<file path="src/include/asfic_regs.svh">
// register offsets, field positions, reset values and sizes of the sample queue block
// assumes inclusion by bare name from the design files and the bench
`ifndef ASFIC_REGS_SVH
`define ASFIC_REGS_SVH

// register offsets on the internal register port and the config reset value
`define ASFIC_ADDR_RANGE   8'h15
`define ASFIC_ADDR_QUEUE   8'h16
`define ASFIC_ADDR_IRQ     8'h17
`define ASFIC_RST_CFG      8'h00
// reserved bits 7 and 3 of the range register read as zero
`define ASFIC_RANGE_WMASK  8'h77

// range and resolution fields
`define ASFIC_WID_LSB      0
`define ASFIC_FS_LSB       4
// queue control fields
`define ASFIC_TH_LSB       0
`define ASFIC_QMODE_BIT    5
`define ASFIC_QEN_BIT      6
`define ASFIC_QRST_BIT     7
// interrupt control fields
`define ASFIC_IPP_BIT      0
`define ASFIC_IAH_BIT      1
`define ASFIC_IE_WAKE_BIT  2
`define ASFIC_IE_ACQ_BIT   3
`define ASFIC_IE_EMPTY_BIT 4
`define ASFIC_IE_FULL_BIT  5
`define ASFIC_IE_LEVEL_BIT 6
`define ASFIC_IE_COMB_BIT  7

// bit width codes and the result width each selects from the raw sample; the 14-bit code gives 12 with the queue on
`define ASFIC_WID_6        3'h0
`define ASFIC_WID_7        3'h1
`define ASFIC_WID_8        3'h2
`define ASFIC_WID_10       3'h3
`define ASFIC_WID_12       3'h4
`define ASFIC_WID_14       3'h5

// full-scale codes and their magnitude in g
`define ASFIC_FS_2G        3'h0
`define ASFIC_FS_4G        3'h1
`define ASFIC_FS_8G        3'h2
`define ASFIC_FS_16G       3'h3
`define ASFIC_FS_12G       3'h4

// sizes
`define ASFIC_RAW_WIDTH    14
`define ASFIC_Q_WIDTH      12
`define ASFIC_Q_DEPTH      32
`define ASFIC_Q_AW         5
`define ASFIC_CNT_W        6

`endif

</file>
<file path="src/include/asfic_pkg.sv">
// types shared by the sample queue block
// assumes nothing beyond a SystemVerilog compiler
package asfic_pkg;
	typedef logic signed [15:0] asfic_sample_type; // sign-extended result word
	typedef logic        [2:0]  asfic_code_type;   // three-bit select field
	typedef logic        [7:0]  asfic_byte_type;   // one register
endpackage : asfic_pkg

</file>
<file path="src/logic/asfic_queue_mem.sv">
// flop-based sample queue storage with registered read data and a whole-array clear
// assumes one clock; clear is synchronous and wins over a write in the same cycle
`timescale 1ns/1ps
`include "asfic_regs.svh"
module asfic_queue_mem #(
	parameter int W  = `ASFIC_Q_WIDTH,
	parameter int D  = `ASFIC_Q_DEPTH,
	parameter int AW = `ASFIC_Q_AW
) (
	input  wire logic          clk,
	input  wire logic          clr,
	input  wire logic          we,
	input  wire logic [AW-1:0] waddr,
	input  wire logic [W-1:0]  wdata,
	input  wire logic          re,
	input  wire logic [AW-1:0] raddr,
	output logic      [W-1:0]  rdata
);
	logic [W-1:0] mem_q [D]; // storage entries

	// one writer per entry; clear zeroes the contents
	for (genvar i = 0; i < D; i++)
	begin : g_ent
		always_ff @(posedge clk)
		begin
			if (clr)
				mem_q[i] <= '0;
			else if (we && waddr == AW'(i))
				mem_q[i] <= wdata;
		end
	end

	// read data held in a register until the next read or clear
	always_ff @(posedge clk)
	begin
		if (clr)
			rdata <= '0;
		else if (re)
			rdata <= mem_q[raddr];
	end
endmodule : asfic_queue_mem

</file>
<file path="src/logic/asfic_core.sv">
// sample formatting, 32-entry sample queue and interrupt pin control
// assumes samples and events arrive from logic on MCLK; registers come from the serial front end
`timescale 1ns/1ps
`include "asfic_regs.svh"

module asfic_core
	import asfic_pkg::*;
#(
	parameter int RAW_W = `ASFIC_RAW_WIDTH,
	parameter int Q_W   = `ASFIC_Q_WIDTH,
	parameter int Q_D   = `ASFIC_Q_DEPTH
) (
	input  wire logic             MCLK,
	input  wire logic             SRST,
	input  wire logic [7:0]       REG_ADDR,
	input  wire logic             REG_WR,
	input  wire logic [7:0]       REG_WDATA,
	output asfic_byte_type        REG_RDATA,
	input  wire logic             SMP_VALID,
	output logic                  SMP_READY,
	input  wire logic [RAW_W-1:0] SMP_DATA,
	input  wire logic             WAKE_EVENT,
	input  wire logic             COMBINED_WATCH_ACTIVE_MODE,
	input  wire logic             ACTIVITY_EVENT,
	input  wire logic             QUEUE_POP,
	output asfic_sample_type      QUEUE_DATA,
	output logic                  QUEUE_DATA_VALID,
	output asfic_sample_type      OUT_DATA,
	output logic                  NEW_DATA,
	output logic [5:0]            QUEUE_COUNT,
	output logic                  QUEUE_EMPTY,
	output logic                  QUEUE_FULL,
	output logic                  QUEUE_LEVEL,
	output logic [4:0]            FULL_SCALE_G,
	output logic                  IRQ_OUTPUT_PIN_O,
	output logic                  IRQ_OUTPUT_PIN_OE_N
);
	localparam int AW = $clog2(Q_D);          // queue pointer width
	localparam int CW = AW + 1;               // count reaches Q_D

	asfic_byte_type      range_q, queue_q, irq_q;  // three config registers
	asfic_code_type      wid_code;                 // bit_width_select
	logic [4:0]          queue_threshold;          // level for the level events
	logic                q_en, q_mode, q_rst;      // queue control bits
	logic                irq_pin_drive_select;     // 1 = push-pull
	logic                irq_polarity_select;      // 1 = active high
	logic [RAW_W-1:0]    buf0_q, buf1_q;           // two-entry input buffer
	logic [1:0]          buf_cnt_q, buf_cnt_d;     // entries held
	logic                buf_push, buf_pop;        // buffer handshakes
	logic [3:0]          shift;                    // right shift for the width
	asfic_sample_type    fmt;                      // formatted sample
	logic                stall, take, wr, rd;      // queue path decisions
	logic [AW-1:0]       wptr_q, rptr_q;           // queue pointers
	logic [CW-1:0]       cnt_q;                    // stored sample count
	logic [Q_W-1:0]      mem_rdata;                // queue read word
	logic                at_level;                 // count at or above threshold
	logic                act_d, act_q;             // any enabled source present

	assign wid_code             = range_q[`ASFIC_WID_LSB +: 3];
	assign queue_threshold      = queue_q[`ASFIC_TH_LSB +: 5];
	assign q_mode               = queue_q[`ASFIC_QMODE_BIT];
	assign q_en                 = queue_q[`ASFIC_QEN_BIT];
	assign q_rst                = queue_q[`ASFIC_QRST_BIT];
	assign irq_pin_drive_select = irq_q[`ASFIC_IPP_BIT];
	assign irq_polarity_select  = irq_q[`ASFIC_IAH_BIT];

	// config register writes
	// reset to zero
	always_ff @(posedge MCLK)
	begin
		if (SRST)
		begin
			range_q <= `ASFIC_RST_CFG;
			queue_q <= `ASFIC_RST_CFG;
			irq_q   <= `ASFIC_RST_CFG;
		end
		else if (REG_WR)
		begin
			if (REG_ADDR == `ASFIC_ADDR_RANGE)
				range_q <= REG_WDATA & `ASFIC_RANGE_WMASK;
			if (REG_ADDR == `ASFIC_ADDR_QUEUE)
				queue_q <= REG_WDATA;
			if (REG_ADDR == `ASFIC_ADDR_IRQ)
				irq_q <= REG_WDATA;
		end
	end

	// registered read-back; unmapped offsets answer zero
	always_ff @(posedge MCLK)
	begin
		if (SRST)
			REG_RDATA <= 8'h00;
		else
			unique case (REG_ADDR)
				`ASFIC_ADDR_RANGE: REG_RDATA <= range_q;
				`ASFIC_ADDR_QUEUE: REG_RDATA <= queue_q;
				`ASFIC_ADDR_IRQ:   REG_RDATA <= irq_q;
				default:           REG_RDATA <= 8'h00;
			endcase
	end

	// full-scale decode for the front end
	// code to g mapping
	always_ff @(posedge MCLK)
	begin
		if (SRST)
			FULL_SCALE_G <= 5'h02;
		else
			unique case (range_q[`ASFIC_FS_LSB +: 3])
				`ASFIC_FS_2G:  FULL_SCALE_G <= 5'h02;
				`ASFIC_FS_4G:  FULL_SCALE_G <= 5'h04;
				`ASFIC_FS_8G:  FULL_SCALE_G <= 5'h08;
				`ASFIC_FS_16G: FULL_SCALE_G <= 5'h10;
				`ASFIC_FS_12G: FULL_SCALE_G <= 5'h0C;
				default:       FULL_SCALE_G <= 5'h00; // reserved codes
			endcase
	end

	// two-entry buffer: a stall downstream holds words here, never drops them
	assign buf_push  = SMP_VALID & SMP_READY;
	assign buf_pop   = (buf_cnt_q != 2'h0) & take;
	assign buf_cnt_d = buf_cnt_q + 2'(buf_push) - 2'(buf_pop);

	always_ff @(posedge MCLK)
	begin
		if (SRST)
		begin
			buf_cnt_q <= 2'h0;
			SMP_READY <= 1'b1;
		end
		else
		begin
			buf_cnt_q <= buf_cnt_d;
			SMP_READY <= buf_cnt_d != 2'h2;
		end
	end

	// buffer data; head is always buf0
	always_ff @(posedge MCLK)
	begin
		if (buf_pop && (buf_cnt_q == 2'h2 || !buf_push))
			buf0_q <= buf1_q;
		if (buf_push && buf_cnt_q == (buf_pop ? 2'h1 : 2'h0))
			buf0_q <= SMP_DATA;
		else if (buf_push)
			buf1_q <= SMP_DATA;
	end

	// width select to shift amount
	// width codes
	always_comb
	begin
		unique case (wid_code)
			`ASFIC_WID_6:  shift = 4'h8;
			`ASFIC_WID_7:  shift = 4'h7;
			`ASFIC_WID_8:  shift = 4'h6;
			`ASFIC_WID_10: shift = 4'h4;
			`ASFIC_WID_12: shift = 4'h2;
			default:       shift = q_en ? 4'h2 : 4'h0; // 14 bits, 12 while the queue is on; reserved too
		endcase
	end

	assign fmt = asfic_sample_type'($signed({{(16 - RAW_W){buf0_q[RAW_W-1]}}, buf0_q})) >>> shift;

	// queue path decisions; normal mode stalls when full so no sample is lost
	// gated by enable
	assign at_level = q_en && queue_threshold != 5'h00 && cnt_q >= CW'(queue_threshold);
	assign stall    = q_en && (q_rst || (!q_mode && cnt_q == CW'(Q_D)));
	assign take     = !stall;
	assign wr       = q_en && buf_pop && !q_rst && cnt_q != CW'(Q_D) && !(q_mode && at_level);
	assign rd       = q_en && QUEUE_POP && !q_rst && cnt_q != '0;

	// pointers and count
	// reset bit clears
	always_ff @(posedge MCLK)
	begin
		if (SRST || q_rst)
		begin
			wptr_q <= '0;
			rptr_q <= '0;
			cnt_q  <= '0;
		end
		else
		begin
			wptr_q <= wptr_q + AW'(wr);
			rptr_q <= rptr_q + AW'(rd);
			cnt_q  <= cnt_q + CW'(wr) - CW'(rd);
		end
	end

	asfic_queue_mem #(
		.W  (Q_W),
		.D  (Q_D),
		.AW (AW)
	) u_mem (
		.clk   (MCLK),
		.clr   (SRST | q_rst),
		.we    (wr),
		.waddr (wptr_q),
		.wdata (fmt[Q_W-1:0]),
		.re    (rd),
		.raddr (rptr_q),
		.rdata (mem_rdata)
	);

	// read valid one cycle after an accepted pop
	always_ff @(posedge MCLK)
	begin
		if (SRST)
			QUEUE_DATA_VALID <= 1'b0;
		else
			QUEUE_DATA_VALID <= rd;
	end
	assign QUEUE_DATA = asfic_sample_type'($signed(mem_rdata));

	// bypass output register and new-data strobe
	// bypass when disabled
	always_ff @(posedge MCLK)
	begin
		if (SRST)
		begin
			OUT_DATA <= '0;
			NEW_DATA <= 1'b0;
		end
		else
		begin
			if (!q_en && buf_pop)
				OUT_DATA <= fmt;
			NEW_DATA <= !q_en ? buf_pop : wr;
		end
	end

	// status flags
	// defaults while disabled
	always_ff @(posedge MCLK)
	begin
		if (SRST)
		begin
			QUEUE_COUNT <= 6'h00;
			QUEUE_EMPTY <= 1'b1;
			QUEUE_FULL  <= 1'b0;
			QUEUE_LEVEL <= 1'b0;
		end
		else
		begin
			QUEUE_COUNT <= q_en ? 6'(cnt_q) : 6'h00;
			QUEUE_EMPTY <= !q_en || cnt_q == '0;
			QUEUE_FULL  <= q_en && cnt_q == CW'(Q_D);
			QUEUE_LEVEL <= at_level;
		end
	end

	// interrupt sources; event sources give one-cycle pin pulses
	// each source gated by its enable bit
	always_comb
	begin
		act_d = 1'b0;
		if (irq_q[`ASFIC_IE_WAKE_BIT] && WAKE_EVENT)
			act_d = 1'b1;
		if (irq_q[`ASFIC_IE_ACQ_BIT] && (q_en ? wr : buf_pop))
			act_d = 1'b1;
		if (q_en && irq_q[`ASFIC_IE_EMPTY_BIT] && cnt_q == '0)
			act_d = 1'b1;
		if (q_en && irq_q[`ASFIC_IE_FULL_BIT] && cnt_q == CW'(Q_D))
			act_d = 1'b1;
		if (irq_q[`ASFIC_IE_LEVEL_BIT] && at_level)
			act_d = 1'b1;
		if (irq_q[`ASFIC_IE_COMB_BIT] && COMBINED_WATCH_ACTIVE_MODE && ACTIVITY_EVENT)
			act_d = 1'b1;
	end

	// pin drive; open-drain only pulls toward zero
	// drive style
	always_ff @(posedge MCLK)
	begin
		if (SRST)
		begin
			act_q               <= 1'b0;
			IRQ_OUTPUT_PIN_O    <= 1'b0;
			IRQ_OUTPUT_PIN_OE_N <= 1'b1;
		end
		else
		begin
			act_q               <= act_d;
			IRQ_OUTPUT_PIN_O    <= irq_pin_drive_select ? (act_d == irq_polarity_select) : 1'b0;
			IRQ_OUTPUT_PIN_OE_N <= irq_pin_drive_select ? 1'b0 : (act_d == irq_polarity_select);
		end
	end
endmodule : asfic_core

</file>
<file path="config.mk">
export PLATFORM = sky130hd
export DESIGN_NAME = asfic_core
export DESIGN_NICKNAME = d
export VERILOG_FILES = /design/src/include/asfic_pkg.sv /design/src/logic/asfic_queue_mem.sv /design/src/logic/asfic_core.sv
export VERILOG_INCLUDE_DIRS = /design/src /design/src/include
export SDC_FILE = /design/constraint.sdc
export NUM_CORES = 1
export LEC_CHECK = 0
export BUFFER_PORTS_ARGS = -buffer_cell sky130_fd_sc_hd__buf_2
export CAP_MARGIN = 25
export CORE_ASPECT_RATIO = 1.5
export CORE_UTILIZATION = 38
export CTS_CLUSTER_DIAMETER = 60
export CTS_CLUSTER_SIZE = 10
export DETAILED_ROUTE_END_ITERATION = 12
export PLACE_DENSITY = 0.61
export SLEW_MARGIN = 20
export SYNTH_ARGS = -nofsm -noshare
export SYNTH_HDL_FRONTEND = slang
export SYNTH_SLANG_ARGS = --single-unit
</file>
<file path="constraint.sdc">
create_clock -name MCLK -period 3.5 [get_ports MCLK]
set_input_delay 0.35 -clock MCLK [delete_from_list [all_inputs] [get_ports MCLK]]
set_output_delay 0.35 -clock MCLK [all_outputs]
set_load 0.005 [all_outputs]
</file>
* Word-level counts from Yosys, hierarchy flattened
Memories as Yosys holds them, arrays and structs flattened. A register that Yosys moved wholly into a read port is not among the register bits.
Index checks and enable logic that the tools add are counted.
** Cells by class
- Reductions and logical operators :: 81
- Bitwise logic cells :: 38
- Magnitude comparators :: 1
- Equality and inequality tests :: 48
- Shift-type cells :: 1
- Multiplexer cells :: 145
- Add/sub/neg operators :: 6
** Operator list (number)
- $mux W12 :: 32
- $mux W1 :: 107
- $eq A5 B5 Y1 const B :: 16
- $logic_and A1 B1 Y1 :: 57
- $eq A5 B4 Y1 const B :: 8
- $or A1 B1 Y1 :: 33
- $mux W14 :: 2
- $pmux W5 S5 :: 1
- $eq A8 B5 Y1 const B :: 3
- $pmux W8 S3 :: 1
- $eq A5 B3 Y1 const B :: 4
- $pmux W4 S5 :: 1
- $sshr A14 B4 Y16 :: 1
- $eq A3 B2 Y1 const B :: 4
- $add A5 B1 Y5 :: 2
- $eq A5 B2 Y1 const B :: 2
- $reduce_and A2 Y1 :: 4
- $add A6 B1 Y6 :: 1
- $eq A3 B1 Y1 const B :: 2
- $eq A3 B3 Y1 const B :: 2
- $eq A6 B6 Y1 const B :: 1
- $ge A6 B5 Y1 :: 1
- $logic_not A1 Y1 :: 6
- $logic_not A3 Y1 :: 2
- other kinds (19) :: 27
** Word-level totals
- Memories :: 1
- Flip-flop bits (word level) :: 111
- Input port bits :: 38
- RAM bits :: 384
** Memory list
- u_mem.mem_q :: depth 32, width 12, rd ports 1, clocked after Yosys merged registers in 1, write ports 32, RTL line asfic_queue_mem.sv:19 : logic [W-1:0] mem_q [D];

* Depth between registers and ports, before layout
- Depth after elaboration :: 19
- Depth in mapped cells :: 15
- Mapped depth without buffers :: 15

* Cells and area by module
A second synthesis with hierarchy kept.
** Second synthesis, totals
- Cell total of the unflattened synthesis :: 1897
- Area, all modules :: 23730.3 µm²
** By module, submodules not included
- asfic_queue_mem :: times used 1, cells an instance 1391, area each 18601.6 µm²
- asfic_core :: times used 1, cells an instance 506, area each 5128.7 µm²

* Worst setup path after synthesis
Ideal clock, no wire load.
- Kind :: reg2reg
- From :: register queue_q[3]
- To :: memory u_mem.mem_q[3][0] (netlist name), enable pin
- Path slack :: 0.385 ns
- Clock period less this slack :: 3.115 ns
- Data arrival time :: 2.717 ns
- Setup time :: 0.398 ns
- Required time :: 3.102 ns
- Cell stages (with the launch flop) :: 9
- Path buffers :: 1
- Cells stage by stage :: dfxtp_1 > inv_1 > ha_1 > a2111oi_4 > o21ai_2 > a31oi_4 > or2b_1 > clkbuf_1 > o21ai_0
** RTL lines
- start, declared :: RTL line asfic_core.sv:41 : asfic_byte_type range_q, queue_q, irq_q;
- start signal, assigned :: RTL line asfic_core.sv:74 : queue_q <= `ASFIC_RST_CFG;
- end, declared :: RTL line asfic_queue_mem.sv:19

* Worst setup path in the final report
- From :: register queue_q[3]
- To :: register cnt_q[4]
** On the way
- Cells in the longest elaborated chain, start to end :: 8
** Ends and longest elaborated chain
- parallel branches: the longest is 2 deep, another holds $ge A6 B5 Y1
- $logic_and A1 B1 Y1 (*) :: RTL line asfic_core.sv:167 : assign at_level = q_en && queue_threshold != 5'h00 && cnt_q >= CW'(queue_threshold);
- $logic_and A1 B1 Y1 (*) :: RTL line asfic_core.sv:170 : assign wr = q_en && buf_pop && !q_rst && cnt_q != CW'(Q_D) && !(q_mode && at_level);
- $logic_not A1 Y1 (*) :: RTL line asfic_core.sv:170
- $logic_and A1 B1 Y1 (*) :: RTL line asfic_core.sv:170
- $add A6 B1 Y6 (*) :: RTL line asfic_core.sv:187 : cnt_q <= cnt_q + CW'(wr) - CW'(rd);
- $sub A6 B1 Y6 (*) :: RTL line asfic_core.sv:187
- end signal, assigned :: RTL line asfic_core.sv:187
- end, declared :: RTL line asfic_core.sv:54 : logic [CW-1:0] cnt_q;
Mark *: on every way between the ends.
A chain may end at the register's enable or synchronous reset.

==> flow_metrics.env <==
export IMPL_dp_hpwl_um=39100
export IMPL_fp_row_count=108
export IMPL_startpoint="queue_q[3]"
export IMPL_n_antenna_cell=0
export IMPL_relSlewSlack_pct=38.2
export IMPL_crit_path_top_delay_cell="fa_1"
export IMPL_synth_ff_type="edfxtp_1"
export IMPL_start_kind="flop"
export IMPL_finalSetupViolCount=0
export IMPL_core_mm2=0.0581
export IMPL_critPathKind="reg -> reg"
export IMPL_hold_viol_final=0
export IMPL_grt_pass1_vias=14400
export IMPL_vias_per_cell=5.34
export IMPL_fmax_ghz=0.327
export IMPL_finalNetCount=1874
export IMPL_worstPathArrival_ns=3.54
export IMPL_crit_path_end="cnt_q[4]"
export IMPL_slowest_delay_ns=0.43
export IMPL_path_clk_slew_ns=0.06
export IMPL_fin_crit_sh_pct=87.3
export IMPL_fin_worst_skew_ns=0.0308
export IMPL_drt_iter0_drc=1009
export IMPL_rsz0062_at_grt="no"
export IMPL_routedWlPerCell_um=22.1
export IMPL_vias=14000
export IMPL_ys_ff_latch=504
export IMPL_fillers=5298
export IMPL_r2r_start="queue_q[3]"
export IMPL_synth_compound_area_share_pct=5.59
export IMPL_clock_sinks=504
export IMPL_die_x_um=200
export IMPL_status="completed"
export IMPL_antenna_found_initial=0
export IMPL_ys_async_sr_fraction_pct=0
export IMPL_path_max_fanout=3
export IMPL_ant_nets=0
export IMPL_ys_warn_count=0
export IMPL_route_detailed_drc=0
export IMPL_cts_root_buf="clkbuf_16"
export IMPL_grtUsageTotal_pct=19.3
export IMPL_die_area_mm2=0.0599
export IMPL_cts_tree="built"
export IMPL_cts_buffers_inserted=56
export IMPL_synth_top_family_by_area="simple AND/OR/NAND/NOR gates"
export IMPL_dp_cells=2509
export IMPL_place_congestion=0.898
export IMPL_synthAdderAreaFrac_pct=1.21
export IMPL_r2r_setup_slack_ns=0.44
export IMPL_hp_class="in -> reg"
export IMPL_final_cells=2621
export IMPL_synth_area_mux_share_pct=12.7
export IMPL_drv_cap=0
export IMPL_avgSynthCellArea_um2=13.1
export IMPL_drv_slew=0
export IMPL_yosys_area_share_simple_pct=12.8
export IMPL_first_pass_iters=5
export IMPL_syn_to_final_growth_pct=14.6
export IMPL_grt_max_degree=43
export IMPL_ioPinCount=97
export IMPL_grt_pass1_wl_um=87800
export IMPL_cp_cell_sequence="inv_1 -> ha_1 -> a2111oi_4 -> o21ai_2 -> a31oi_4 -> inv_1 -> ha_1 -> inv_1 -> ha_1 -> fa_1 -> a21oi_1 -> nor2_1 -> nor2_1 -> xor2_1 -> nor2_1"
export IMPL_ir_worst_vdd_uv=361
export IMPL_initial_core_util_pct=38.5
export IMPL_r2r_cells=15
export IMPL_r2r_end="cnt_q[4]"
export IMPL_ys_types=62
export IMPL_synth_cells=1703
export IMPL_io_buffers=95
export IMPL_synth_cell_area_mm2=0.0224
export IMPL_yosysSeqAreaShare_pct=63.5
export IMPL_cp_data_required_time_ns=3.98
export IMPL_clockBufferDepth=3
export IMPL_end_kind="flop"
export IMPL_routed_wl_um=57800
export IMPL_drive_gt1_share_pct=25.3
export IMPL_synth_fp_nets=1762
export IMPL_clk_latency_ns=0.61
export IMPL_overflow=0
export IMPL_synthXorXnorAreaFrac_pct=0.548
export IMPL_die_h_um=299
export IMPL_h_tree_depth=2
export IMPL_tns_ns=0
export IMPL_worst_slew_pin_slew_ns=0.925
export IMPL_synth_edf_count=412
export IMPL_power_density_mw_per_mm2=559
export IMPL_fin_crit_ns=3.06
export IMPL_leakagePower_nw=9.29
## Yosys cell counts, types with 15 or more instances
master / instances / area [um^2]
edfxtp_1: 412 / 12400
nor2_1: 379 / 1420
nor2_2: 94 / 588
dfxtp_1: 92 / 1840
mux2i_1: 81 / 811
clkbuf_1: 80 / 300
mux4_2: 78 / 1760
nand2_1: 76 / 285
buf_2: 42 / 210
o21ai_0: 40 / 200
a22oi_1: 30 / 225
mux2_2: 25 / 282
a21oi_1: 23 / 115
ha_1: 20 / 250
inv_1: 20 / 75.1
nand3_1: 18 / 90.1
a211oi_1: 15 / 113
## layer usage
metal,up-vias,global-route usage [%],part of all wire (%),routed length [um]
li1,6365,-,-,-
met1,7076,21.8,37,21300
met2,453,36.2,54,31200
met3,112,2.04,4.7,2720
met4,0,9.21,4.5,2570
met5,-,0,0,0
## registers in the layout, summed over array words and instances, names as in the netlist, 2 cells and up
name / count
REG_RDATA: 8
u_mem.mem_q: 384
OUT_DATA: 14
range_q: 6
buf1_q: 14
buf0_q: 14
irq_q: 8
queue_q: 8
FULL_SCALE_G: 4
QUEUE_COUNT: 6
u_mem.rdata: 12
cnt_q: 6
wptr_q: 5
buf_cnt_q: 2
rptr_q: 5
## worst min path at each step
stage	start	endpoint	slack [ns]	depth (start not counted)
2_1_floorplan	SMP_DATA[0]	buf1_q[0]	0.45	0
3_3_place_gp	u_mem.rdata[0]	u_mem.rdata[0]	0.46	1
3_5_place_dp	u_mem.rdata[5]	u_mem.rdata[5]	0.47	1
4_1_cts	REG_WDATA[6]	queue_q[6]	0.001	3
5_1_grt	REG_WDATA[2]	irq_q[2]	0.03	3
6_report	SRST	OUT_DATA[8]	0.03	2
## stage by stage
step           total power [W]  instance area (um^2)  setup WS, ns  util (%)  hold WS, ns
2_1_floorplan          0.00830                 22400         0.385         -        0.449
3_3_place_gp           0.00914                 23900         0.499      41.1        0.457
3_5_place_dp           0.00918                 23900         0.481      41.1        0.472
4_1_cts                 0.0145                 25700         0.451      44.2      0.00118
5_1_grt                 0.0148                 25700         0.180      44.2       0.0260
6_report                0.0143                 25700         0.443      44.2       0.0311
## critical path: cells and delay by family (launching register included)
family          cells  cell delay (ns)
flops               1             0.35
buf+inv             3             0.18
xor+xnor            1             0.16
simple gates        3             0.21
compound gates      4             0.78
fa+ha+maj           4             1.25
## power by group
part           internal, W  switching, W
clock              0.00300       0.00229
sequential         0.00683      0.000209
combinational     0.000583       0.00144
## cell families (layout without fill, tap and decap cells)
group	Yosys count	count (layout)
XOR/XNOR	14	14
AO/OA/AOI/OAI	179	179
multiplexers	184	184
other	1	1
adder cells (fa/ha/maj)	21	21
AND/OR/NAND/NOR	633	633
flip-flops	504	504
buffers and inverters	167	315
## final cells by class
type | instances | area, um^2 | area share, %
Sequential cell | 504 | 14200 | 55.4
Multi-Input combinational cell | 1032 | 7450 | 29.0
Clock buffer | 92 | 1560 | 6.07
Timing Repair Buffer | 201 | 1360 | 5.31
Tap cell | 770 | 963 | 3.76
Inverter | 20 | 75.1 | 0.293
Clock inverter | 2 | 27.5 | 0.107
## repair_timing
item / 4_1_cts / 5_1_grt
setup buffers: 0 / 0
hold endpoints to repair: 24 / 0
gates resized for setup: 0 / 0
hold buffers: 18 / 0
## layout by cell type, fill, tap and decap left out, types with 25 or more instances in the layout
master,instances
edfxtp_1,412
buf_2,95
a22oi_1,30
nand2_1,76
mux2_2,25
dfxtp_1,89
clkbuf_16,57
mux2i_1,79
nor2_2,96
o21ai_0,28
clkbuf_1,35
nor2_1,377
buf_4,84
mux4_2,78
No activity file was read; power rests on OpenSTA's default activity.
